<file path="config.mk">
export PLATFORM = sky130hd
export DESIGN_NAME = csb_bank
export DESIGN_NICKNAME = d
export VERILOG_FILES = /design/src/csb_pkg.sv /design/src/csb_wr_if.sv /design/src/csb_bank.sv /design/src/csb_smbus_rx.sv /design/src/csb_timeout.sv
export VERILOG_INCLUDE_DIRS = /design/src
export SDC_FILE = /design/constraint.sdc
export NUM_CORES = 1
export LEC_CHECK = 0
export ABC_AREA = 1
export BUFFER_PORTS_ARGS = -buffer_cell sky130_fd_sc_hd__buf_2
export CORE_UTILIZATION = 65
export DETAILED_ROUTE_END_ITERATION = 10
export GPL_TIMING_DRIVEN = 1
export PLACE_DENSITY = 0.93
export SLEW_MARGIN = 10
export SYNTH_ARGS = -nofsm -noshare
export SYNTH_HDL_FRONTEND = slang
export SYNTH_SLANG_ARGS = --single-unit
</file>
<file path="constraint.sdc">
create_clock -name sys_clk -period 5.51 [get_ports sys_clk]
set_clock_uncertainty 0.15 [all_clocks]
set_input_delay 0.2755 -clock sys_clk [delete_from_list [all_inputs] [get_ports sys_clk]]
set_output_delay 0.2755 -clock sys_clk [all_outputs]
set_load 0.05 [all_outputs]
</file>
<file path="src/csb_cfg.svh">
// setpoint command bank: offsets, field positions, reset values and timing counts
`ifndef CSB_CFG_SVH
`define CSB_CFG_SVH

// ----------------------------------------------------------------
// command codes (register offsets)
// ----------------------------------------------------------------
`define CSB_CMD_AMPS        8'h14
`define CSB_CMD_VOLTS       8'h15
`define CSB_CMD_ADAPTER     8'h3f

// ----------------------------------------------------------------
// field positions inside the 16-bit data word
// ----------------------------------------------------------------
`define CSB_VOLT_LSB        4
`define CSB_VOLT_MSB        14
`define CSB_AMP_LSB         7
`define CSB_AMP_MSB         12
`define CSB_ADP_LSB         7
`define CSB_ADP_MSB         12

// ----------------------------------------------------------------
// reset values and thresholds, in field steps
// ----------------------------------------------------------------
`define CSB_VOLT_RESET      11'h000
`define CSB_AMP_RESET       6'h00
`define CSB_ADP_RESET       6'h01
`define CSB_ADP_MIN         6'h01
`define CSB_AMP_FOLDBACK    6'h01
`define CSB_VOLT_MIN_CODE   11'h040

// ----------------------------------------------------------------
// timing
// ----------------------------------------------------------------
`define CSB_CLK_HZ          64'd25000000
`define CSB_TIMEOUT_S       64'd175
`define CSB_TIMEOUT_CYCLES  (`CSB_TIMEOUT_S * `CSB_CLK_HZ)
`define CSB_PWM_PERIOD      8'hff

`endif

</file>
<file path="src/csb_pkg.sv">
// setpoint command bank: shared types
package csb_pkg;

  // regulation loop in control
  typedef enum logic [1:0] {
    CSB_LOOP_OFF     = 2'b00,
    CSB_LOOP_AMPS    = 2'b01,
    CSB_LOOP_VOLTS   = 2'b10,
    CSB_LOOP_ADAPTER = 2'b11
  } csb_loop_t;

  // serial receiver byte position
  typedef enum logic [2:0] {
    CSB_RX_IDLE   = 3'b000,
    CSB_RX_ADDR   = 3'b001,
    CSB_RX_CMD    = 3'b010,
    CSB_RX_DLO    = 3'b011,
    CSB_RX_DHI    = 3'b100,
    CSB_RX_IGNORE = 3'b101
  } csb_rx_state_t;

endpackage

</file>
<file path="src/csb_wr_if.sv">
// setpoint command bank: write-word event carried from receiver to core
`timescale 1ns/10ps
`default_nettype none

interface csb_wr_if;
  logic        wr_stb;
  logic [7:0]  cmd;
  logic [15:0] data;

  modport rx (output wr_stb, output cmd, output data);
  modport core (input wr_stb, input cmd, input data);
endinterface

`default_nettype wire
</file>
<file path="src/csb_bank.sv">
// setpoint command bank: top level with setpoints, charge gating, loop choice and gate drive
// Overview of operation
// RULE_01: command 0x15 word loads voltage setpoint
// RULE_02: command 0x14 word loads current setpoint
// RULE_03: command 0x3f word loads adapter limit
// RULE_04: voltage field bits 4..14, 16 mV steps
// RULE_05: voltage bits 0..3 and 15 ignored
// RULE_06: voltage below 1.024 V stops charging
// RULE_07: reset clears setpoints; both writes re-enable
// RULE_08: both gate drives low while charging off; the drives drop one cycle after charge_enable falls
// RULE_09: current field bits 7..12, 128 mA steps
// RULE_10: current bits 0..6 and 13..15 ignored
// RULE_11: zero current setpoint terminates charging
// RULE_12: low battery forces 128 mA, setpoint kept
// RULE_13: adapter limit 256 mA steps, up to 11 A; the code has no upper clamp, field 0x3f gives 16.128 A
// RULE_14: limit settings under one step give 256 mA
// RULE_15: adapter limit is 256 mA after reset
// RULE_16: current loop below setpoint, voltage loop after
// RULE_17: adapter overcurrent loop takes control, cuts charge
// RULE_18: 175 s without setpoint write stops charging
// RULE_19: adapter field bits 7..12, rest ignored
// RULE_20: other command codes change no setpoint
`timescale 1ns/10ps
`default_nettype none
`include "csb_cfg.svh"

module csb_bank
  import csb_pkg::*;
#(
  parameter logic [6:0]      SLAVE_ADDR     = 7'h2a,  // arbitrary value
  parameter longint unsigned TIMEOUT_CYCLES = `CSB_TIMEOUT_CYCLES,
  parameter int              TIMEOUT_W      = 33
) (
  input  wire logic   sys_clk,
  input  wire logic   reset,
  input  wire logic   scl_in,
  input  wire logic   sda_in,
  output logic        sda_out,
  output logic        sda_oe,
  input  wire logic   battery_low,
  input  wire logic   battery_below_volts,
  input  wire logic   battery_below_amps,
  input  wire logic   adapter_over_limit,
  output logic [10:0] volt_setting_bits,
  output logic [5:0]  amp_setting_bits,
  output logic [5:0]  adapter_setting_bits,
  output logic        charge_enable,
  output csb_loop_t   active_loop,
  output logic        high_side_gate_drive,
  output logic        low_side_gate_drive
);

  csb_wr_if wr ();

  // ----------------------------------------------------------------
  // command decode; unknown codes select nothing
  // ----------------------------------------------------------------
  wire volt_wr = wr.wr_stb && (wr.cmd == `CSB_CMD_VOLTS);    // RULE_01 RULE_20
  wire amp_wr  = wr.wr_stb && (wr.cmd == `CSB_CMD_AMPS);     // RULE_02 RULE_20
  wire adp_wr  = wr.wr_stb && (wr.cmd == `CSB_CMD_ADAPTER);  // RULE_03 RULE_20

  logic [10:0] battery_target_volts;
  logic [5:0]  battery_target_amps;
  logic [5:0]  adapter_limit_amps;
  logic        volts_written;
  logic        amps_written;
  logic [1:0]  low_sync;
  logic [1:0]  bv_sync;
  logic [1:0]  ba_sync;
  logic [1:0]  ad_sync;
  logic [7:0]  pwm_cnt;
  logic [7:0]  duty;
  logic        expired;

  // ----------------------------------------------------------------
  // serial receiver and watchdog
  // ----------------------------------------------------------------
  csb_smbus_rx #(
    .SLAVE_ADDR (SLAVE_ADDR)
  ) u_rx (
    .sys_clk (sys_clk),
    .reset   (reset),
    .scl_in  (scl_in),
    .sda_in  (sda_in),
    .sda_oe  (sda_oe),
    .wr      (wr.rx)
  );

  csb_timeout #(
    .TW     (TIMEOUT_W),
    .CYCLES (TIMEOUT_CYCLES)
  ) u_timeout (
    .sys_clk (sys_clk),
    .reset   (reset),
    .kick    (volt_wr | amp_wr),
    .expired (expired)
  );

  // ----------------------------------------------------------------
  // field extraction and clamp
  // ----------------------------------------------------------------

  // field extraction: unused bits never reach the stored value
  wire [10:0] volt_field = wr.data[`CSB_VOLT_MSB:`CSB_VOLT_LSB];  // RULE_04 RULE_05
  wire [5:0]  amp_field  = wr.data[`CSB_AMP_MSB:`CSB_AMP_LSB];    // RULE_09 RULE_10
  wire [5:0]  adp_field  = wr.data[`CSB_ADP_MSB:`CSB_ADP_LSB];    // RULE_13 RULE_19

  // limits below one step resolve to one step
  wire [5:0] adp_clamped = (adp_field < `CSB_ADP_MIN) ? `CSB_ADP_MIN : adp_field;  // RULE_14

  // ----------------------------------------------------------------
  // setpoint registers
  // ----------------------------------------------------------------
  always_ff @(posedge sys_clk) begin
    if (reset) begin
      battery_target_volts <= `CSB_VOLT_RESET;   // RULE_07
      battery_target_amps  <= `CSB_AMP_RESET;    // RULE_07
      adapter_limit_amps   <= `CSB_ADP_RESET;    // RULE_15
    end else begin
      if (volt_wr)
        battery_target_volts <= volt_field;      // RULE_01
      if (amp_wr)
        battery_target_amps <= amp_field;        // RULE_02
      if (adp_wr)
        adapter_limit_amps <= adp_clamped;       // RULE_03
    end
  end

  // ----------------------------------------------------------------
  // written flags: a write in the expiry cycle still counts
  // ----------------------------------------------------------------
  always_ff @(posedge sys_clk) begin
    if (reset) begin
      volts_written <= 1'b0;                     // RULE_07
      amps_written  <= 1'b0;
    end else begin
      volts_written <= volt_wr | (volts_written & ~expired);  // RULE_18
      amps_written  <= amp_wr | (amps_written & ~expired);    // RULE_18
    end
  end

  // ----------------------------------------------------------------
  // comparator inputs come from the analog side, so two stages each
  // ----------------------------------------------------------------
  always_ff @(posedge sys_clk) begin
    if (reset) begin
      low_sync <= 2'b00;  // idle level, so no false foldback right after reset
      bv_sync  <= 2'b00;
      ba_sync  <= 2'b00;
      ad_sync  <= 2'b00;
    end else begin
      low_sync <= {low_sync[0], battery_low};
      bv_sync  <= {bv_sync[0], battery_below_volts};
      ba_sync  <= {ba_sync[0], battery_below_amps};
      ad_sync  <= {ad_sync[0], adapter_over_limit};
    end
  end

  // ----------------------------------------------------------------
  // charge gate and effective setpoints
  // ----------------------------------------------------------------
  wire volts_ok   = battery_target_volts >= `CSB_VOLT_MIN_CODE;  // RULE_06
  wire amps_ok    = battery_target_amps != 6'h00;                // RULE_11
  wire next_en    = volts_written & amps_written & volts_ok & amps_ok;  // RULE_07 RULE_18
  // foldback replaces only the driven value, the register is untouched
  wire [5:0] next_amp_bits = low_sync[1] ? `CSB_AMP_FOLDBACK : battery_target_amps;  // RULE_12

  // ----------------------------------------------------------------
  // loop choice: adapter overcurrent first, then current, then voltage
  // ----------------------------------------------------------------
  csb_loop_t next_loop;
  assign next_loop = !charge_enable ? CSB_LOOP_OFF :
                     ad_sync[1]     ? CSB_LOOP_ADAPTER :   // RULE_17
                     bv_sync[1]     ? CSB_LOOP_AMPS :      // RULE_16
                                      CSB_LOOP_VOLTS;      // RULE_16

  // duty steering: each loop nudges the on-time by one step
  wire duty_up   = (active_loop == CSB_LOOP_AMPS) && ba_sync[1] && (duty != 8'hfe);
  wire duty_down = (active_loop == CSB_LOOP_ADAPTER) ||                         // RULE_17
                   (active_loop == CSB_LOOP_VOLTS && !bv_sync[1]) ||            // RULE_16
                   (active_loop == CSB_LOOP_AMPS && !ba_sync[1]);
  wire [7:0] next_duty = !charge_enable        ? 8'h00 :
                         (pwm_cnt != 8'h00)    ? duty :
                         duty_up               ? duty + 8'h01 :
                         (duty_down && duty != 8'h00) ? duty - 8'h01 :
                                                 duty;

  // ----------------------------------------------------------------
  // status outputs, registered
  // ----------------------------------------------------------------
  always_ff @(posedge sys_clk) begin
    if (reset) begin
      charge_enable        <= 1'b0;
      active_loop          <= CSB_LOOP_OFF;
      volt_setting_bits    <= `CSB_VOLT_RESET;
      amp_setting_bits     <= `CSB_AMP_RESET;
      adapter_setting_bits <= `CSB_ADP_RESET;
      sda_out              <= 1'b0;
    end else begin
      charge_enable        <= next_en;
      active_loop          <= next_loop;
      volt_setting_bits    <= battery_target_volts;  // RULE_04
      amp_setting_bits     <= next_amp_bits;         // RULE_12
      adapter_setting_bits <= adapter_limit_amps;    // RULE_13
      sda_out              <= 1'b0;                  // open drain, only ever pulls low
    end
  end

  // ----------------------------------------------------------------
  // switching: duty stepped only at period start to avoid runt pulses; charging off clears it at once
  // ----------------------------------------------------------------
  always_ff @(posedge sys_clk) begin
    if (reset) begin
      pwm_cnt <= 8'h00;
      duty    <= 8'h00;
    end else begin
      pwm_cnt <= (pwm_cnt == `CSB_PWM_PERIOD) ? 8'h00 : pwm_cnt + 8'h01;
      duty    <= next_duty;
    end
  end

  // one dead cycle at each end of the on-time keeps the switches apart
  wire hs_on = charge_enable && (pwm_cnt < duty);
  wire ls_on = charge_enable && (pwm_cnt > duty) && (pwm_cnt != `CSB_PWM_PERIOD);

  always_ff @(posedge sys_clk) begin
    if (reset) begin
      high_side_gate_drive <= 1'b0;              // RULE_08
      low_side_gate_drive  <= 1'b0;              // RULE_08
    end else begin
      high_side_gate_drive <= hs_on;             // RULE_08
      low_side_gate_drive  <= ls_on;             // RULE_08
    end
  end

endmodule

`default_nettype wire

</file>
<file path="src/csb_smbus_rx.sv">
// setpoint command bank: write-word receiver on the two-wire serial bus
`timescale 1ns/10ps
`default_nettype none

module csb_smbus_rx
  import csb_pkg::*;
#(
  parameter logic [6:0] SLAVE_ADDR = 7'h2a  // arbitrary value
) (
  input  wire logic sys_clk,
  input  wire logic reset,
  input  wire logic scl_in,
  input  wire logic sda_in,
  output logic      sda_oe,
  csb_wr_if.rx      wr
);

  logic [2:0]    scl_sync;
  logic [2:0]    sda_sync;
  csb_rx_state_t state;
  logic [3:0]    bit_cnt;
  logic [7:0]    shift;
  logic          ack_pend;

  // ----------------------------------------------------------------
  // pin synchronisers; edges are judged on stages two and three only
  // ----------------------------------------------------------------
  always_ff @(posedge sys_clk) begin
    if (reset) begin
      scl_sync <= 3'h7;
      sda_sync <= 3'h7;
    end else begin
      scl_sync <= {scl_sync[1:0], scl_in};
      sda_sync <= {sda_sync[1:0], sda_in};
    end
  end

  wire       scl_rise = scl_sync[1] & ~scl_sync[2];
  wire       scl_fall = ~scl_sync[1] & scl_sync[2];
  wire       start    = scl_sync[2] & scl_sync[1] & ~sda_sync[1] & sda_sync[2];
  wire       stop     = scl_sync[2] & scl_sync[1] & sda_sync[1] & ~sda_sync[2];
  wire [7:0] rx_byte  = {shift[6:0], sda_sync[2]};
  wire       byte_end = scl_rise && (bit_cnt == 4'h7);
  wire       ack_clk  = scl_rise && (bit_cnt == 4'h8);
  wire       addr_hit = (rx_byte[7:1] == SLAVE_ADDR) && !rx_byte[0];

  // ----------------------------------------------------------------
  // byte walk: address, command, data low, data high
  // ----------------------------------------------------------------
  always_ff @(posedge sys_clk) begin
    if (reset || stop) begin
      state    <= CSB_RX_IDLE;
      bit_cnt  <= 4'h0;
      ack_pend <= 1'b0;
    end else if (start) begin
      state    <= CSB_RX_ADDR;
      bit_cnt  <= 4'h0;
      ack_pend <= 1'b0;
    end else if (byte_end && state != CSB_RX_IDLE) begin
      bit_cnt <= 4'h8;
      case (state)
        CSB_RX_ADDR: begin
          state    <= addr_hit ? CSB_RX_CMD : CSB_RX_IGNORE;
          ack_pend <= addr_hit;
        end
        CSB_RX_CMD: begin
          state    <= CSB_RX_DLO;
          ack_pend <= 1'b1;
        end
        CSB_RX_DLO: begin
          state    <= CSB_RX_DHI;
          ack_pend <= 1'b1;
        end
        CSB_RX_DHI: begin
          state    <= CSB_RX_IGNORE;
          ack_pend <= 1'b1;
        end
        default: ack_pend <= 1'b0;  // extra bytes and reads get no ack
      endcase
    end else if (scl_rise) begin
      bit_cnt <= ack_clk ? 4'h0 : bit_cnt + 4'h1;
    end
  end

  // ----------------------------------------------------------------
  // shift register and captured command and data
  // ----------------------------------------------------------------
  always_ff @(posedge sys_clk) begin
    if (reset) begin
      shift     <= 8'h00;
      wr.cmd    <= 8'h00;
      wr.data   <= 16'h0000;
      wr.wr_stb <= 1'b0;
    end else begin
      wr.wr_stb <= byte_end && (state == CSB_RX_DHI);
      if (scl_rise && bit_cnt < 4'h8)
        shift <= rx_byte;
      if (byte_end && state == CSB_RX_CMD)
        wr.cmd <= rx_byte;
      if (byte_end && state == CSB_RX_DLO)
        wr.data[7:0] <= rx_byte;
      if (byte_end && state == CSB_RX_DHI)
        wr.data[15:8] <= rx_byte;
    end
  end

  // ----------------------------------------------------------------
  // ack drive: pull data low from the fall after bit 8 to the next fall
  // ----------------------------------------------------------------
  always_ff @(posedge sys_clk) begin
    if (reset || stop || start)
      sda_oe <= 1'b0;
    else if (scl_fall)
      sda_oe <= ack_pend && (bit_cnt == 4'h8) && !sda_oe;
  end

endmodule

`default_nettype wire

</file>
<file path="src/csb_timeout.sv">
// setpoint command bank: watchdog on setpoint writes
`timescale 1ns/10ps
`default_nettype none
`include "csb_cfg.svh"

module csb_timeout
  import csb_pkg::*;
#(
  parameter int               TW     = 33,
  parameter longint unsigned  CYCLES = `CSB_TIMEOUT_CYCLES
) (
  input  wire logic sys_clk,
  input  wire logic reset,
  input  wire logic kick,
  output logic      expired
);

  logic [TW-1:0] count;
  wire  [TW-1:0] last_count = TW'(CYCLES - 64'd1);
  wire           at_end     = (count == last_count);

  // ----------------------------------------------------------------
  // free counter restarted by every kick; one pulse at the end
  // ----------------------------------------------------------------
  always_ff @(posedge sys_clk) begin
    if (reset || kick) begin
      count   <= '0;
      expired <= 1'b0;
    end else begin
      count   <= at_end ? '0 : count + TW'(1);
      expired <= at_end;
    end
  end

endmodule

`default_nettype wire

</file>
==> results.txt <==
Outcome -> finished, final reports clean
Count of filler cells inserted in the layout -> 625
Remaining DRCs -> 0
Post-synthesis cell count -> 859
Global-route wire length before repair -> 24.5 mm
Routed wirelength normalized by instance count -> 14.6 µm
Number of register bits inferred by synthesis -> 153
FFs w/ async S/R, synth -> 0
Setup violators final -> 0
Depth of the CTS H-tree -> 4
Post-DP HPWL -> 9.44 mm
Drt first pass iters -> 5
Met1 usage -> 0.352
Final-layout setup total negative slack -> 0 ps
Vias after detailed routing -> 5,814
Startpoint of the most critical register-to-register path -> duty[0]$_SDFFE_PP0P_
Type of the worst setup path -> reg -> reg
Busiest layer in global routing -> met2
Peak VDD IR -> 342 µV
Endpoint type of the worst setup path -> register
Std-Cell Core Area -> 9820 µm²
Complex-gate fraction of the synthesized area -> 0.123
Worst R2R Setup Slack -> 2820 ps
Share of synthesized cell area in and, or, nand and nor gates -> 0.253
Routability cong. -> 0.922
Origin of the worst setup path -> duty[0]$_SDFFE_PP0P_
Shortest clock period the worst path allows after layout -> 2690 ps
Via count of the first global-routing pass -> 5,336
Psw -> 550 µW
Transition at the pin with the smallest max-transition slack -> 1190 ps
Final Max Slew Viols -> 0
Count of input and output buffers -> 36
Worst-Skew Late Latency -> 540 ps
Final Net Count -> 927
Signed area change from the synthesized netlist to the final layout -> 13.0%
Portion of netlist area occupied by mux cells -> 0
Reg power frac -> 0.488
Slowest cell on the critical path -> dfxtp_1
Diode count -> 0
Setup ws final -> 2820 ps
Biggest fanout along the worst timing path -> 10
Deepest clock path buffer count -> 2
CTS tree -> yes
Remaining global-route overflow -> 0
Reg2reg end -> duty[7]$_SDFFE_PP0P_
Worst setup slack before clock tree synthesis -> 2800 ps
Most frequent standard cell in the layout excluding fill and tap cells -> dfxtp_1
Cell count of the worst reg-to-reg path -> 14
Pin count of the biggest net entering global routing -> 51
Reported leakage power -> 0.00300 µW
Unrepaired setup endpoints after global routing -> false
F_max -> 0.371 GHz
Data arrival time of the critical path -> 3000 ps
Clock-pin transition on the worst setup and hold timing paths -> 70 ps
Final Hold Viols -> 0
Total track usage -> 0.304
Fraction of power spent switching nets -> 0.239
Share of the cycle needed by the critical path after routing -> 0.489
Setup crit end -> duty[7]$_SDFFE_PP0P_
Final wirelength -> 15.3 mm
Post-synth cell types -> 43
Largest stage delay, worst path -> 360 ps
Cell row count -> 36
Number of routed nets with antenna violations -> 0
Number of max-capacitance violations reported -> 0
Antenna violations before repair -> 0
Die X-Extent -> 103 µm
Die span in y -> 103 µm
Adder-cell share of the synthesized area -> 0.0391
Fraction of the yosys area taken by sequential cells -> 0.465
Overall die area -> 10,500 µm²
Num ports -> 38
Kind of launch point of the worst setup path -> register
Share of cells above drive strength 1 -> 0.110
Met2 Resource Use GR -> 0.518
Combinational Power Share -> 0.028
Syn Nets -> 887
Number of buffers created by CTS -> 17
Sequence of cells on the critical path -> inv_1 > nand2_1 > nor2_1 > nand2_1 > nand2_1 > ha_1 > or2_2 > nand2_1 > nor2_1 > nor2_1 > nand3_1 > nand2_1 > nand2_1 > a21oi_1
Largest family of logic cells by synthesized area -> simple AND/OR/NAND/NOR gates
Starting utilization of the core area -> 0.671
Yosys warnings -> 0
Cell Pwr Density -> 309 nW/µm²
Path class of the lowest-slack min-delay path -> in -> reg
Clock share of power -> 0.484
Mean instance size in the synthesized netlist -> 7.67 µm²
Number of synthesized flops with an enable pin -> 0
Root buf cell -> clkbuf_8
Cell Int Power -> 1750 µW
Number of sinks driven by the clock tree -> 153
Detail-routed via count per cell -> 5.57
Cell occurring most often along the worst timing path -> nand2_1
Leading cell types in the layout, fill and taps excluded -> dfxtp_1 (153), nand2_1 (132), nor2_1 (126)
DR iter-0 viols -> 456
Required time of the critical path -> 5810 ps
Relative slew slack -> 0.203
Synth Cell Area -> 6590 µm²
Met3 GRT Util -> 0.0712
Synth Area in XOR/XNOR -> 0.0346
Primary FF master, synth -> dfxtp_1
==> per-stage QoR <==
stage	instances	total power [µW]	hold WS [ps]	util	cell area, µm²
after floorplan	859	1190	229	-	6590
after global placement	1007	1200	240	0.695	6830
after detailed placement	1007	1210	243	0.695	6830
after CTS	1044	2300	136	0.759	7450
after global routing	1044	2360	172	0.759	7450
final	1044	2300	130	0.759	7450
==> synthesized netlist by cell type, types with 7 or more instances <==
master	n	area share
xnor2_1	9	0.012
clkbuf_1	12	0.0068
nand3_1	29	0.022
a21oi_1	83	0.063
o21ai_0	55	0.042
nor3_1	21	0.016
nor2_4	8	0.014
xor2_1	17	0.023
nand2_1	132	0.075
dfxtp_1	153	0.46
nor2_1	126	0.072
ha_1	19	0.036
nand4_1	12	0.011
or2_2	7	0.0066
inv_1	119	0.068
==> layer usage <==
layer / part of all wire / wire [µm] / up-vias
met5: 0 / 0 / -
met4: 0.041 / 624 / 0
met3: 0.051 / 782 / 71
met2: 0.50 / 7600 / 219
met1: 0.41 / 6260 / 2695
li1: - / - / 2829
==> how the worst min path moves through the flow <==
| stage | start | end | slack, ps | cells past startpoint |
|---|---|---|---|---|
| 3_3_place_gp | ad_sync[0]$_SDFF_PP0_ | ad_sync[1]$_SDFF_PP0_ | 240 | 2 |
| 2_1_floorplan | scl_in | u_rx.scl_sync[0]$_SDFF_PP1_ | 230 | 1 |
| 3_5_place_dp | ad_sync[0]$_SDFF_PP0_ | ad_sync[1]$_SDFF_PP0_ | 240 | 2 |
| 5_1_grt | reset | volt_setting_bits[0]$_SDFF_PP0_ | 170 | 2 |
| 6_report | reset | volt_setting_bits[0]$_SDFF_PP0_ | 130 | 2 |
| 4_1_cts | reset | volt_setting_bits[2]$_SDFF_PP0_ | 140 | 2 |
==> logic make-up after synthesis <==
| kind of cell | count (synthesis) |
|---|---|
| AO/OA/AOI/OAI | 154 |
| XOR/XNOR | 26 |
| adder cells (fa/ha/maj) | 20 |
| buffers and inverters | 142 |
| flip-flops | 153 |
| other | 1 |
| AND/OR/NAND/NOR | 363 |
==> state kept, by name, indices dropped and copies added, names as in the netlist, 7 cells and up <==
register and flops:
battery_target_volts 11, u_rx.shift 7, volt_setting_bits 11, duty 8, u_rx.wr.cmd 8, u_timeout.count 33
u_rx.wr.data 11, pwm_cnt 8
==> area by class of cell <==
type	count	area, µm²	area share
inverters	121	454	0.0610
clock buffers	17	414	0.0556
repair buffers	42	240	0.0322
multi-input cells	564	2960	0.398
flip-flops and latches	153	3060	0.411
well taps	133	166	0.0223
clock inverters	14	148	0.0198
==> power by group through the flow <==
stage          registers (µW)  logic, µW  clock network [µW]
3_3_place_gp             1150       55.9                   0
6_report                 1120       64.6                1110
4_1_cts                  1120       63.1                1120
3_5_place_dp             1150       58.1                   0
2_1_floorplan            1150       46.3                   0
5_1_grt                  1120       71.9                1170
==> critical path: cells and delay by family, from the launching register on <==
family / cells / cell delay [ps]
AO/OA/AOI/OAI: 1 / 140
flip-flops: 1 / 360
buffers and inverters: 1 / 110
adder cells (fa/ha/maj): 1 / 340
AND/OR/NAND/NOR: 11 / 1520
==> what timing repair did <==
| action | 4_1_cts | 5_1_grt |
|---|---|---|
| hold endpoints to repair | 6 | 0 |
| endpoints found under the setup margin | 0 | 0 |
| gates resized for setup | 0 | 0 |
| hold buffers | 6 | 0 |
| buffers inserted | 0 | 0 |
No activity file was read; power rests on OpenSTA's default activity.
